[src/common/scc_map.vh]
// constants for the split completion controller: register map, field
// positions, bus encodings and timing counts.
// assumes one 100 MHz clock shared by the apb side and the bus pins.
`ifndef SCC_MAP_VH
`define SCC_MAP_VH

// ------------------------------------------------------------
// register offsets (byte addresses)
// ------------------------------------------------------------
`define SCC_REG_CTRL 8'h00
`define SCC_REG_SEQ 8'h04
`define SCC_REG_REQ 8'h08
`define SCC_REG_MSG 8'h0C
`define SCC_REG_DATA 8'h10
`define SCC_REG_STAT 8'h14
`define SCC_REG_CID 8'h18

// ------------------------------------------------------------
// control and status bit positions
// ------------------------------------------------------------
`define SCC_CTRL_START 0
`define SCC_CTRL_MSG 1
`define SCC_CTRL_BURST 2
`define SCC_CTRL_CLR 3
`define SCC_ST_BUSY 0
`define SCC_ST_DONE 1
`define SCC_ST_TABORT 2
`define SCC_ST_MABORT 3
`define SCC_ST_BADTERM 4
`define SCC_ST_BADCLS 5
`define SCC_ST_FULL 6

// ------------------------------------------------------------
// message classes and indices
// ------------------------------------------------------------
`define SCC_CLS_WRITE 4'h0
`define SCC_CLS_BRIDGE 4'h1
`define SCC_CLS_COMPL 4'h2
`define SCC_IDX_NORMAL 8'h00
`define SCC_MSG_BYTES 12'h004

// ------------------------------------------------------------
// bus encodings and timing counts
// ------------------------------------------------------------
`define SCC_CMD_SPLIT 4'hC
`define SCC_CBE_IDLE 4'hF
`define SCC_DEVSEL_CLKS 4'h6
`define SCC_SYNC_CLKS 4'h2

`endif

[src/logic/scc_top.v]
// split completion controller: the completer end that returns read data
// and single-dword completion messages to a requester on a registered bus.
// assumes apb software loads the sequence, then feeds data words one by one;
// the requester drives its target controls from flops on the same clock.
//
// Added by the designer: the placing of the registers and the APB slave port.
`timescale 1ns/1ps
`default_nettype none
`include "scc_map.vh"

module scc_top (
    input wire clk_in,
    input wire sys_rst_in,
    input wire psel_in,
    input wire penable_in,
    input wire pwrite_in,
    input wire [7:0] paddr_in,
    input wire [31:0] pwdata_in,
    output reg [31:0] prdata_out,
    output reg pready_out,
    output reg pslverr_out,
    input wire devsel_n_in,
    input wire trdy_n_in,
    input wire stop_n_in,
    output reg frame_n_out,
    output reg frame_oe_out,
    output reg irdy_n_out,
    output reg irdy_oe_out,
    output reg [31:0] ad_out,
    output reg ad_oe_out,
    output reg [3:0] cbe_out,
    output reg cbe_oe_out
);

    // ------------------------------------------------------------
    // states
    // ------------------------------------------------------------
    localparam S_IDLE = 3'd0;
    localparam S_ADDR = 3'd1;
    localparam S_ATTR = 3'd2;
    localparam S_RESP = 3'd3;
    localparam S_DATA = 3'd4;
    localparam S_GAP = 3'd5;
    localparam S_END = 3'd6;

    reg [2:0] state;
    reg [2:0] next_state;
    reg [7:0] wcnt;
    reg [7:0] next_wcnt;
    reg [3:0] tmr;
    reg [3:0] next_tmr;
    reg in_msg;
    reg next_in_msg;
    reg halt;
    reg next_halt;
    reg take;
    reg [4:0] ev;
    reg next_final;

    // configuration and data holding
    reg msg_en;
    reg burst;
    reg [20:0] seq_id;
    reg [6:0] start_la;
    reg [11:0] req_bc;
    reg [7:0] ndw;
    reg [3:0] msg_class;
    reg [7:0] msg_index;
    reg [15:0] cid;
    reg [31:0] data_word;
    reg data_full;
    reg [4:0] sticky;

    // synchronisers for the target controls
    reg devsel_m;
    reg devsel_s;
    reg trdy_m;
    reg trdy_s;
    reg stop_m;
    reg stop_s;

    // ------------------------------------------------------------
    // helpers
    // ------------------------------------------------------------
    // 12-bit count with zero meaning 4096, widened to 13 bits
    function [12:0] full_count;
        input [11:0] bc;
        begin
            full_count = {(bc == 12'h000), bc};
        end
    endfunction

    // bytes moved by the data transaction
    function [12:0] sent_bytes;
        input [7:0] n;
        begin
            sent_bytes = {3'b000, n, 2'b00};
        end
    endfunction

    wire idle = (state == S_IDLE);
    wire acc = psel_in & penable_in;
    wire wr = acc & pready_out & pwrite_in;
    wire wr_ctrl = wr & (paddr_in == `SCC_REG_CTRL);
    wire wr_data = wr & (paddr_in == `SCC_REG_DATA);
    wire wr_cfg = wr & idle;
    wire start = wr_ctrl & pwdata_in[`SCC_CTRL_START] & idle;
    wire clr = wr_ctrl & pwdata_in[`SCC_CTRL_CLR];
    wire class_ok = (msg_class == `SCC_CLS_WRITE) |
        (msg_class == `SCC_CLS_BRIDGE) | (msg_class == `SCC_CLS_COMPL);
    wire err_cls = (msg_class == `SCC_CLS_BRIDGE) |
        (msg_class == `SCC_CLS_COMPL);
    wire mapped = (paddr_in[1:0] == 2'b00) & (paddr_in <= `SCC_REG_CID);
    wire [12:0] rem_full = full_count(req_bc) - sent_bytes(ndw);

    // remaining address and count; dword requests and write class get 0/4
    wire plain_rem = ~burst | (msg_class == `SCC_CLS_WRITE);
    wire [6:0] rem_la = plain_rem ? 7'h00 :
        (start_la + {ndw[4:0], 2'b00});
    wire [11:0] rem_bc = plain_rem ? `SCC_MSG_BYTES :
        rem_full[11:0];

    // message word, reserved bit always zero
    wire [31:0] msg_word = {msg_class, msg_index, 1'b0,
        rem_la, rem_bc};

    // attribute byte count: message four, disconnecting data short
    wire [11:0] attr_bc = in_msg ? `SCC_MSG_BYTES :
        (msg_en ? {2'b00, ndw, 2'b00} :
        req_bc);
    wire [31:0] attr_word = {1'b0, in_msg & err_cls, in_msg,
        ~in_msg & msg_en, 4'h0, cid, attr_bc[7:0]};
    wire [6:0] addr_la = (next_in_msg | ~burst) ? 7'h00 : start_la;
    wire [31:0] addr_word = {3'b000, seq_id[20:16], seq_id[15:0],
        1'b0, addr_la};
    wire limit_hit = (tmr == (`SCC_DEVSEL_CLKS + `SCC_SYNC_CLKS));

    // ------------------------------------------------------------
    // pin synchronisers
    // ------------------------------------------------------------
    always @(posedge clk_in or posedge sys_rst_in)
    begin
        if (sys_rst_in)
        begin
            devsel_m <= 1'b1;
            devsel_s <= 1'b1;
            trdy_m <= 1'b1;
            trdy_s <= 1'b1;
            stop_m <= 1'b1;
            stop_s <= 1'b1;
        end
        else
        begin
            devsel_m <= devsel_n_in;
            devsel_s <= devsel_m;
            trdy_m <= trdy_n_in;
            trdy_s <= trdy_m;
            stop_m <= stop_n_in;
            stop_s <= stop_m;
        end
    end

    // ------------------------------------------------------------
    // apb slave
    // ------------------------------------------------------------
    // a data write waits while the holding word is still unsent
    always @(posedge clk_in or posedge sys_rst_in)
    begin
        if (sys_rst_in)
        begin
            pready_out <= 1'b0;
            pslverr_out <= 1'b0;
            prdata_out <= 32'h0000_0000;
        end
        else
        begin
            pready_out <= 1'b0;
            pslverr_out <= 1'b0;
            if (acc && !pready_out &&
                !(pwrite_in && paddr_in == `SCC_REG_DATA && data_full))
            begin
                pready_out <= 1'b1;
                pslverr_out <= ~mapped;
                case (paddr_in)
                    `SCC_REG_CTRL: prdata_out <= {29'h0000_0000, burst,
                        msg_en, 1'b0};
                    `SCC_REG_SEQ: prdata_out <= {11'h000, seq_id};
                    `SCC_REG_REQ: prdata_out <= {4'h0, ndw, req_bc,
                        1'b0, start_la};
                    `SCC_REG_MSG: prdata_out <= {20'h0_0000, msg_index,
                        msg_class};
                    `SCC_REG_STAT: prdata_out <= {16'h0000, wcnt, 1'b0,
                        data_full, sticky, ~idle};
                    `SCC_REG_CID: prdata_out <= {16'h0000, cid};
                    default: prdata_out <= 32'h0000_0000;
                endcase
            end
        end
    end

    // configuration writes only land while no sequence runs
    always @(posedge clk_in or posedge sys_rst_in)
    begin
        if (sys_rst_in)
        begin
            msg_en <= 1'b0;
            burst <= 1'b0;
            seq_id <= 21'h00_0000;
            start_la <= 7'h00;
            req_bc <= 12'h004;
            ndw <= 8'h00;
            msg_class <= 4'h0;
            msg_index <= 8'h00;
            cid <= 16'h0000;
        end
        else if (wr_cfg)
        begin
            case (paddr_in)
                `SCC_REG_CTRL:
                begin
                    msg_en <= pwdata_in[`SCC_CTRL_MSG];
                    burst <= pwdata_in[`SCC_CTRL_BURST];
                end
                `SCC_REG_SEQ: seq_id <= pwdata_in[20:0];
                `SCC_REG_REQ:
                begin
                    start_la <= pwdata_in[6:0];
                    req_bc <= pwdata_in[19:8];
                    ndw <= pwdata_in[27:20];
                end
                `SCC_REG_MSG:
                begin
                    msg_class <= pwdata_in[3:0];
                    msg_index <= pwdata_in[11:4];
                end
                `SCC_REG_CID: cid <= pwdata_in[15:0];
                default: cid <= cid;
            endcase
        end
    end

    // one-word holding register; take and write never coincide
    always @(posedge clk_in or posedge sys_rst_in)
    begin
        if (sys_rst_in)
            data_word <= 32'h0000_0000;
        else if (wr_data)
            data_word <= pwdata_in;
    end

    always @(posedge clk_in or posedge sys_rst_in)
    begin
        if (sys_rst_in)
            data_full <= 1'b0;
        else if (take)
            data_full <= 1'b0;
        else if (wr_data)
            data_full <= 1'b1;
    end

    // sticky status: a new event wins over a clear in the same cycle
    always @(posedge clk_in or posedge sys_rst_in)
    begin
        if (sys_rst_in)
            sticky <= 5'h00;
        else
            sticky <= (clr ? 5'h00 : sticky) | ev;
    end

    // ------------------------------------------------------------
    // sequence engine
    // ------------------------------------------------------------
    always @*
    begin
        next_state = state;
        next_wcnt = wcnt;
        next_tmr = tmr;
        next_in_msg = in_msg;
        next_halt = halt;
        take = 1'b0;
        ev = 5'h00;
        case (state)
            S_IDLE:
                if (start)
                begin
                    next_wcnt = 8'h00;
                    next_halt = 1'b0;
                    next_in_msg = (ndw == 8'h00);
                    if (msg_en && !class_ok)
                        ev[`SCC_ST_BADCLS - 1] = 1'b1;
                    else if (ndw == 8'h00 && !msg_en)
                        ev[`SCC_ST_DONE - 1] = 1'b1;
                    else
                        next_state = S_ADDR;
                end
            S_ADDR: next_state = S_ATTR;
            S_ATTR:
            begin
                next_state = S_RESP;
                next_tmr = 4'h0;
            end
            S_RESP:
                if (!devsel_s && stop_s && trdy_s)
                    next_state = S_DATA;
                else if (!stop_s && devsel_s)
                begin
                    ev[`SCC_ST_TABORT - 1] = 1'b1;
                    next_halt = 1'b1;
                    next_state = S_END;
                end
                else if (!devsel_s || !stop_s || !trdy_s)
                begin
                    ev[`SCC_ST_BADTERM - 1] = 1'b1;
                    next_halt = 1'b1;
                    next_state = S_END;
                end
                else if (limit_hit)
                begin
                    ev[`SCC_ST_MABORT - 1] = 1'b1;
                    next_halt = 1'b1;
                    next_state = S_END;
                end
                else
                    next_tmr = tmr + 4'h1;
            S_DATA:
                if (!stop_s)
                begin
                    if (devsel_s)
                        ev[`SCC_ST_TABORT - 1] = 1'b1;
                    else
                        ev[`SCC_ST_BADTERM - 1] = 1'b1;
                    next_halt = 1'b1;
                    next_state = S_END;
                end
                else if (!irdy_n_out && !trdy_s && !devsel_s)
                begin
                    take = ~in_msg;
                    next_wcnt = in_msg ? wcnt : wcnt + 8'h01;
                    next_state = S_GAP;
                end
            S_GAP:
                if (trdy_s)
                    next_state = (in_msg || wcnt == ndw) ? S_END : S_DATA;
            S_END:
                if (!halt && !in_msg && msg_en)
                begin
                    next_in_msg = 1'b1;
                    next_state = S_ADDR;
                end
                else
                begin
                    ev[`SCC_ST_DONE - 1] = ~halt;
                    next_state = S_IDLE;
                end
            default: next_state = S_IDLE;
        endcase
        next_final = next_in_msg | ((next_wcnt + 8'h01) == ndw) |
            (next_state == S_GAP && (next_in_msg || next_wcnt == ndw));
    end

    always @(posedge clk_in or posedge sys_rst_in)
    begin
        if (sys_rst_in)
        begin
            state <= S_IDLE;
            wcnt <= 8'h00;
            tmr <= 4'h0;
            in_msg <= 1'b0;
            halt <= 1'b0;
        end
        else
        begin
            state <= next_state;
            wcnt <= next_wcnt;
            tmr <= next_tmr;
            in_msg <= next_in_msg;
            halt <= next_halt;
        end
    end

    // ------------------------------------------------------------
    // registered pin drive
    // ------------------------------------------------------------
    // frame drops on the last data phase; byte enables stay high
    always @(posedge clk_in or posedge sys_rst_in)
    begin
        if (sys_rst_in)
        begin
            frame_n_out <= 1'b1;
            frame_oe_out <= 1'b0;
            irdy_n_out <= 1'b1;
            irdy_oe_out <= 1'b0;
            ad_out <= 32'h0000_0000;
            ad_oe_out <= 1'b0;
            cbe_out <= `SCC_CBE_IDLE;
            cbe_oe_out <= 1'b0;
        end
        else
        begin
            frame_n_out <= ~((next_state == S_ADDR) ||
                (next_state == S_ATTR) || (next_state == S_RESP) ||
                ((next_state == S_DATA || next_state == S_GAP) &&
                !next_final));
            frame_oe_out <= (next_state != S_IDLE);
            irdy_n_out <= ~((next_state == S_DATA) &&
                (next_in_msg || (data_full && !take)));
            irdy_oe_out <= (next_state != S_IDLE) && (next_state != S_ADDR);
            ad_oe_out <= (next_state == S_ADDR) || (next_state == S_ATTR) ||
                (next_state == S_DATA) || (next_state == S_GAP);
            cbe_oe_out <= (next_state == S_ADDR) || (next_state == S_ATTR) ||
                (next_state == S_DATA) || (next_state == S_GAP);
            case (next_state)
                S_ADDR:
                begin
                    ad_out <= addr_word;
                    cbe_out <= `SCC_CMD_SPLIT;
                end
                S_ATTR:
                begin
                    ad_out <= attr_word;
                    cbe_out <= attr_bc[11:8];
                end
                S_DATA:
                begin
                    ad_out <= next_in_msg ? msg_word : data_word;
                    cbe_out <= `SCC_CBE_IDLE;
                end
                default:
                begin
                    ad_out <= ad_out;
                    cbe_out <= `SCC_CBE_IDLE;
                end
            endcase
        end
    end

endmodule

`default_nettype wire

[config.mk]
export PLATFORM = sky130hd
export DESIGN_NAME = scc_top
export DESIGN_NICKNAME = d
export VERILOG_FILES = /design/src/logic/scc_top.v
export VERILOG_INCLUDE_DIRS = /design/src /design/src/common
export SDC_FILE = /design/constraint.sdc
export NUM_CORES = 1
export LEC_CHECK = 0
export BUFFER_PORTS_ARGS = -buffer_cell sky130_fd_sc_hd__buf_2
export CAP_MARGIN = 30
export CORE_MARGIN = 3
export CORE_UTILIZATION = 50
export CTS_BUF_LIST = sky130_fd_sc_hd__clkbuf_2
export CTS_CLUSTER_DIAMETER = 60
export DETAILED_ROUTE_END_ITERATION = 6
export PLACE_DENSITY = 0.7
export RECOVER_POWER = 100
export SYNTH_ARGS = -nofsm -noshare
export SYNTH_HDL_FRONTEND = slang
export SYNTH_SLANG_ARGS = --single-unit
[constraint.sdc]
create_clock -name clk_in -period 14.6 [get_ports clk_in]
set_input_delay 2.92 -clock clk_in [delete_from_list [all_inputs] [get_ports clk_in]]
set_output_delay 2.92 -clock clk_in [all_outputs]
set_load 0.05 [all_outputs]
==> impl_metrics.csv <==
group,metric,value,unit
critical_path,path_delay_family,"buffers and inverters",
route,vias_per_cell,6.26,
timing,fin_crit_sh,0.502,
clock_network,cts_tree,"yes",
pwr,max-vdd-ir-drop,0.127,mV
placement,dpl_cell_area,11700,sq um
critical_path,startpoint_type,"primary input",
critical_path,r2r_end,"ad_out[10]$_DFFE_PP0P_",
global_route,grtUsageTotal,0.290,
timing,setup_tns,0,ns
finish,final_common_cell,"dfrtp_1",
pwr,powerDensity,158,nW/um^2
timing,fin_skew,0.0865,ns
hold_path,min_path_type,"reg2reg",
status,status,"finished, violations left",
global_route,grt_antenna_before_repair,1,
critical_path,crit_end,"ad_out[10]$_DFFE_PP0P_",
timing,relSlewSlack,-1.61,
clock_network,post_cts_buffers,0,
placement,place_congestion,1.00,
clock_network,ctsResizeCount,0,
clock_network,root_buffer,"clkbuf_2",
logic_synthesis,ys_types,95,
pwr,leakage,5.56,nW
finish,final_cell_mix,"dfrtp_1 (197), mux2_2 (119), nand2_1 (102), clkbuf_2 (85), clkbuf_1 (84)",
timing,rsz0062_at_grt,"no",
finish,area_growth,9.41,%
route,drc,8,
timing,finalHoldViolCount,0,
critical_path,r2r.worst_path.cells,10,
job,cap_violations,6,
finish,multiInputGateArea,5250,sq um
critical_path,crit_slowest_cell,"clkbuf_1",
clock_network,clk_pin_slew,0.11,ns
critical_path,crit_fanout,38,
placement,io_buffers,119,
route,drtAntennaViolNets,0,
critical_path,path_buf_inv,2,
critical_path,ff2ff_setup_slack,9.57,ns
floorplanning,num_rows,53,
route,drt_first_pass_iters,7,
timing,fin_crit,7.34,ns
critical_path,crit_required,15.27,ns
critical_path,crit_arrival,8.01,ns
logic_synthesis,yosysWarnings,0,
floorplanning,initial_utilization,0.516,
critical_path,slowest_delay,1.38,ns
floorplanning,dieHeight,154,microns
clock_network,clock_latency,0.87,ns
floorplanning,die_w,154,microns
placement,place_hpwl,24300,microns
floorplanning,dieArea,23900,sq um
timing,setup_viol,0,
clock_network,cts-buffers-inserted,54,
finish,drive_above_1_share,0.251,
critical_path,path_class,"in2reg",
logic_synthesis,yosysSeqAreaShare,0.478,
logic_synthesis,ys_ff_latch,210,
route,via_count,9155,
logic_synthesis,ys.flop_type,"dfrtp_1",
logic_synthesis,synth_cells,1021,
timing,drv_slew,221,
logic_synthesis,avgSynthCellArea,10.8,sq um
route,detail_route.wl_per_cell,23.9,microns
critical_path,r2r_start,"state[2]$_DFF_PP0_",
finish,fill_cells,1898,
finish,regArea,5270,sq um
route,wirelength,35000,microns
floorplanning,coreArea,21400,sq um
logic_synthesis,synthArstFlopShare,1.00,
timing,max_freq,0.136,GHz
finish,fin_nets,1208,
clock_network,cts.hold.buffers_added,0,
status,violations,"DRC, capacitance limit, slew limit",
critical_path,startpoint,"paddr_in[3]",
critical_path,cp_num_cells,10,
global_route,grt_max_degree,133,
logic_synthesis,syn_area,11000,sq um
finish,finish.instance_area,12100,sq um
critical_path,cp-end-kind,"register",
global_route,grt_overflow,0,
logic_synthesis,synth_edf_count,0,
floorplanning,ios,124,
clock_network,cts_buffer_depth,3,
global_route,grt_pass1_vias,9026,
timing,worst_slew_pin_slew,3.92,ns
critical_path,crit_chain,"clkbuf_1 > nor4_1 > and4_1 > nand2_1 > o211a_1 > clkbuf_1 > or3_1 > nand2_1 > o32ai_1 > a21oi_1",
global_route,grt_pass1_wl,53700,microns
pwr,finalPower,1.90,mW
route,first_iter_violations,945,
clock_network,h-tree-depth,2,
clock_network,cts_sinks,210,
logic make-up after synthesis:
logic type                 Yosys count  share of synthesized area
DFF                                210                      0.478
buffers and inverters              101                     0.0444
adders and majority gates           19                     0.0227
muxes                              145                      0.147
and+or+nand+nor                    265                      0.125
xor gates and xnor gates            31                     0.0246
other                                1                   0.000340
AOI/OAI and AO/OA                  249                      0.158
cells in the mapped netlist (5+ instances only):
cell | n | share of area
dfrtp_1 | 197 | 0.45
mux2_2 | 120 | 0.12
nand2_1 | 101 | 0.034
o21ai_0 | 51 | 0.023
a21oi_1 | 50 | 0.023
clkbuf_1 | 43 | 0.015
nor2_1 | 40 | 0.014
inv_1 | 27 | 0.0092
mux2i_1 | 23 | 0.021
o22ai_1 | 20 | 0.011
nand3_1 | 19 | 0.0086
nor3_1 | 17 | 0.0077
xnor2_1 | 17 | 0.014
ha_1 | 16 | 0.018
a221oi_1 | 14 | 0.011
xor2_1 | 14 | 0.011
dfstp_2 | 13 | 0.031
a22o_1 | 11 | 0.0087
nor4_1 | 11 | 0.0062
a31oi_1 | 9 | 0.0051
and3_1 | 8 | 0.0045
buf_4 | 8 | 0.0054
nor2b_1 | 8 | 0.0045
a222oi_1 | 7 | 0.0064
buf_6 | 7 | 0.0072
nand4_1 | 7 | 0.0040
a2111oi_0 | 6 | 0.0048
a22oi_1 | 6 | 0.0041
a31o_2 | 6 | 0.0048
a32o_1 | 6 | 0.0054
buf_2 | 6 | 0.0027
o21a_1 | 6 | 0.0041
a21o_1 | 5 | 0.0034
and2_1 | 5 | 0.0028
buf_1 | 5 | 0.0017
area by class of cell:
class	instances	share of cell area
clock buffer	85	0.0353
clock inverter	16	0.00508
antenna	1	0.000207
inverter	30	0.00996
timing repair buffer	133	0.0490
multi-input combinational	713	0.435
tap	275	0.0285
sequential	210	0.437
worst min path at each step:
| stage | startpoint | to | slack, ns | cells past startpoint |
|---|---|---|---|---|
| floorplan | devsel_m$_DFF_PP1_ | devsel_s$_DFF_PP1_ | 0.35 | 0 |
| global placement | devsel_m$_DFF_PP1_ | devsel_s$_DFF_PP1_ | 0.35 | 0 |
| detailed placement | stop_m$_DFF_PP1_ | stop_s$_DFF_PP1_ | 0.35 | 0 |
| CTS | stop_m$_DFF_PP1_ | stop_s$_DFF_PP1_ | 0.36 | 0 |
| global route | trdy_m$_DFF_PP1_ | trdy_s$_DFF_PP1_ | 0.37 | 0 |
| finish | stop_m$_DFF_PP1_ | stop_s$_DFF_PP1_ | 0.36 | 0 |
through the flow:
step / worst slack (ns) / util / cells / hold slack [ns]
3_3_place_gp: 8.45 / 0.548 / 1359 / 0.346
5_1_grt: 6.96 / 0.565 / 1463 / 0.370
4_1_cts: 9.24 / 0.571 / 1460 / 0.361
6_report: 7.26 / 0.565 / 1463 / 0.359
2_1_floorplan: 5.96 / - / 1024 / 0.345
3_5_place_dp: 8.38 / 0.548 / 1359 / 0.348
routing by layer:
metal,routed length [microns],vias up,track usage
li1,-,4051,-
met5,0,-,0
met3,3400,103,0.0686
met2,15500,511,0.431
met4,1690,0,0.134
met1,14400,4490,0.406
where the power goes:
part / switching [mW] / internal, mW / leakage, nW
logic: 0.563 / 0.212 / 2.41
registers: 0.0759 / 0.658 / 2.77
clock network: 0.240 / 0.154 / 0.383
total: 0.879 / 1.02 / 5.56
sequential cells by signal, indices dropped and copies added (netlist names), 3 cells and up:
| register | cells |
|---|---|
| ad_out | 32 |
| cbe_out | 4 |
| cid | 16 |
| data_word | 32 |
| msg_class | 4 |
| msg_index | 8 |
| ndw | 8 |
| prdata_out | 28 |
| req_bc | 12 |
| seq_id | 21 |
| start_la | 7 |
| state | 3 |
| sticky | 5 |
| tmr | 4 |
| wcnt | 8 |
(Power assumes the default switching activity.)
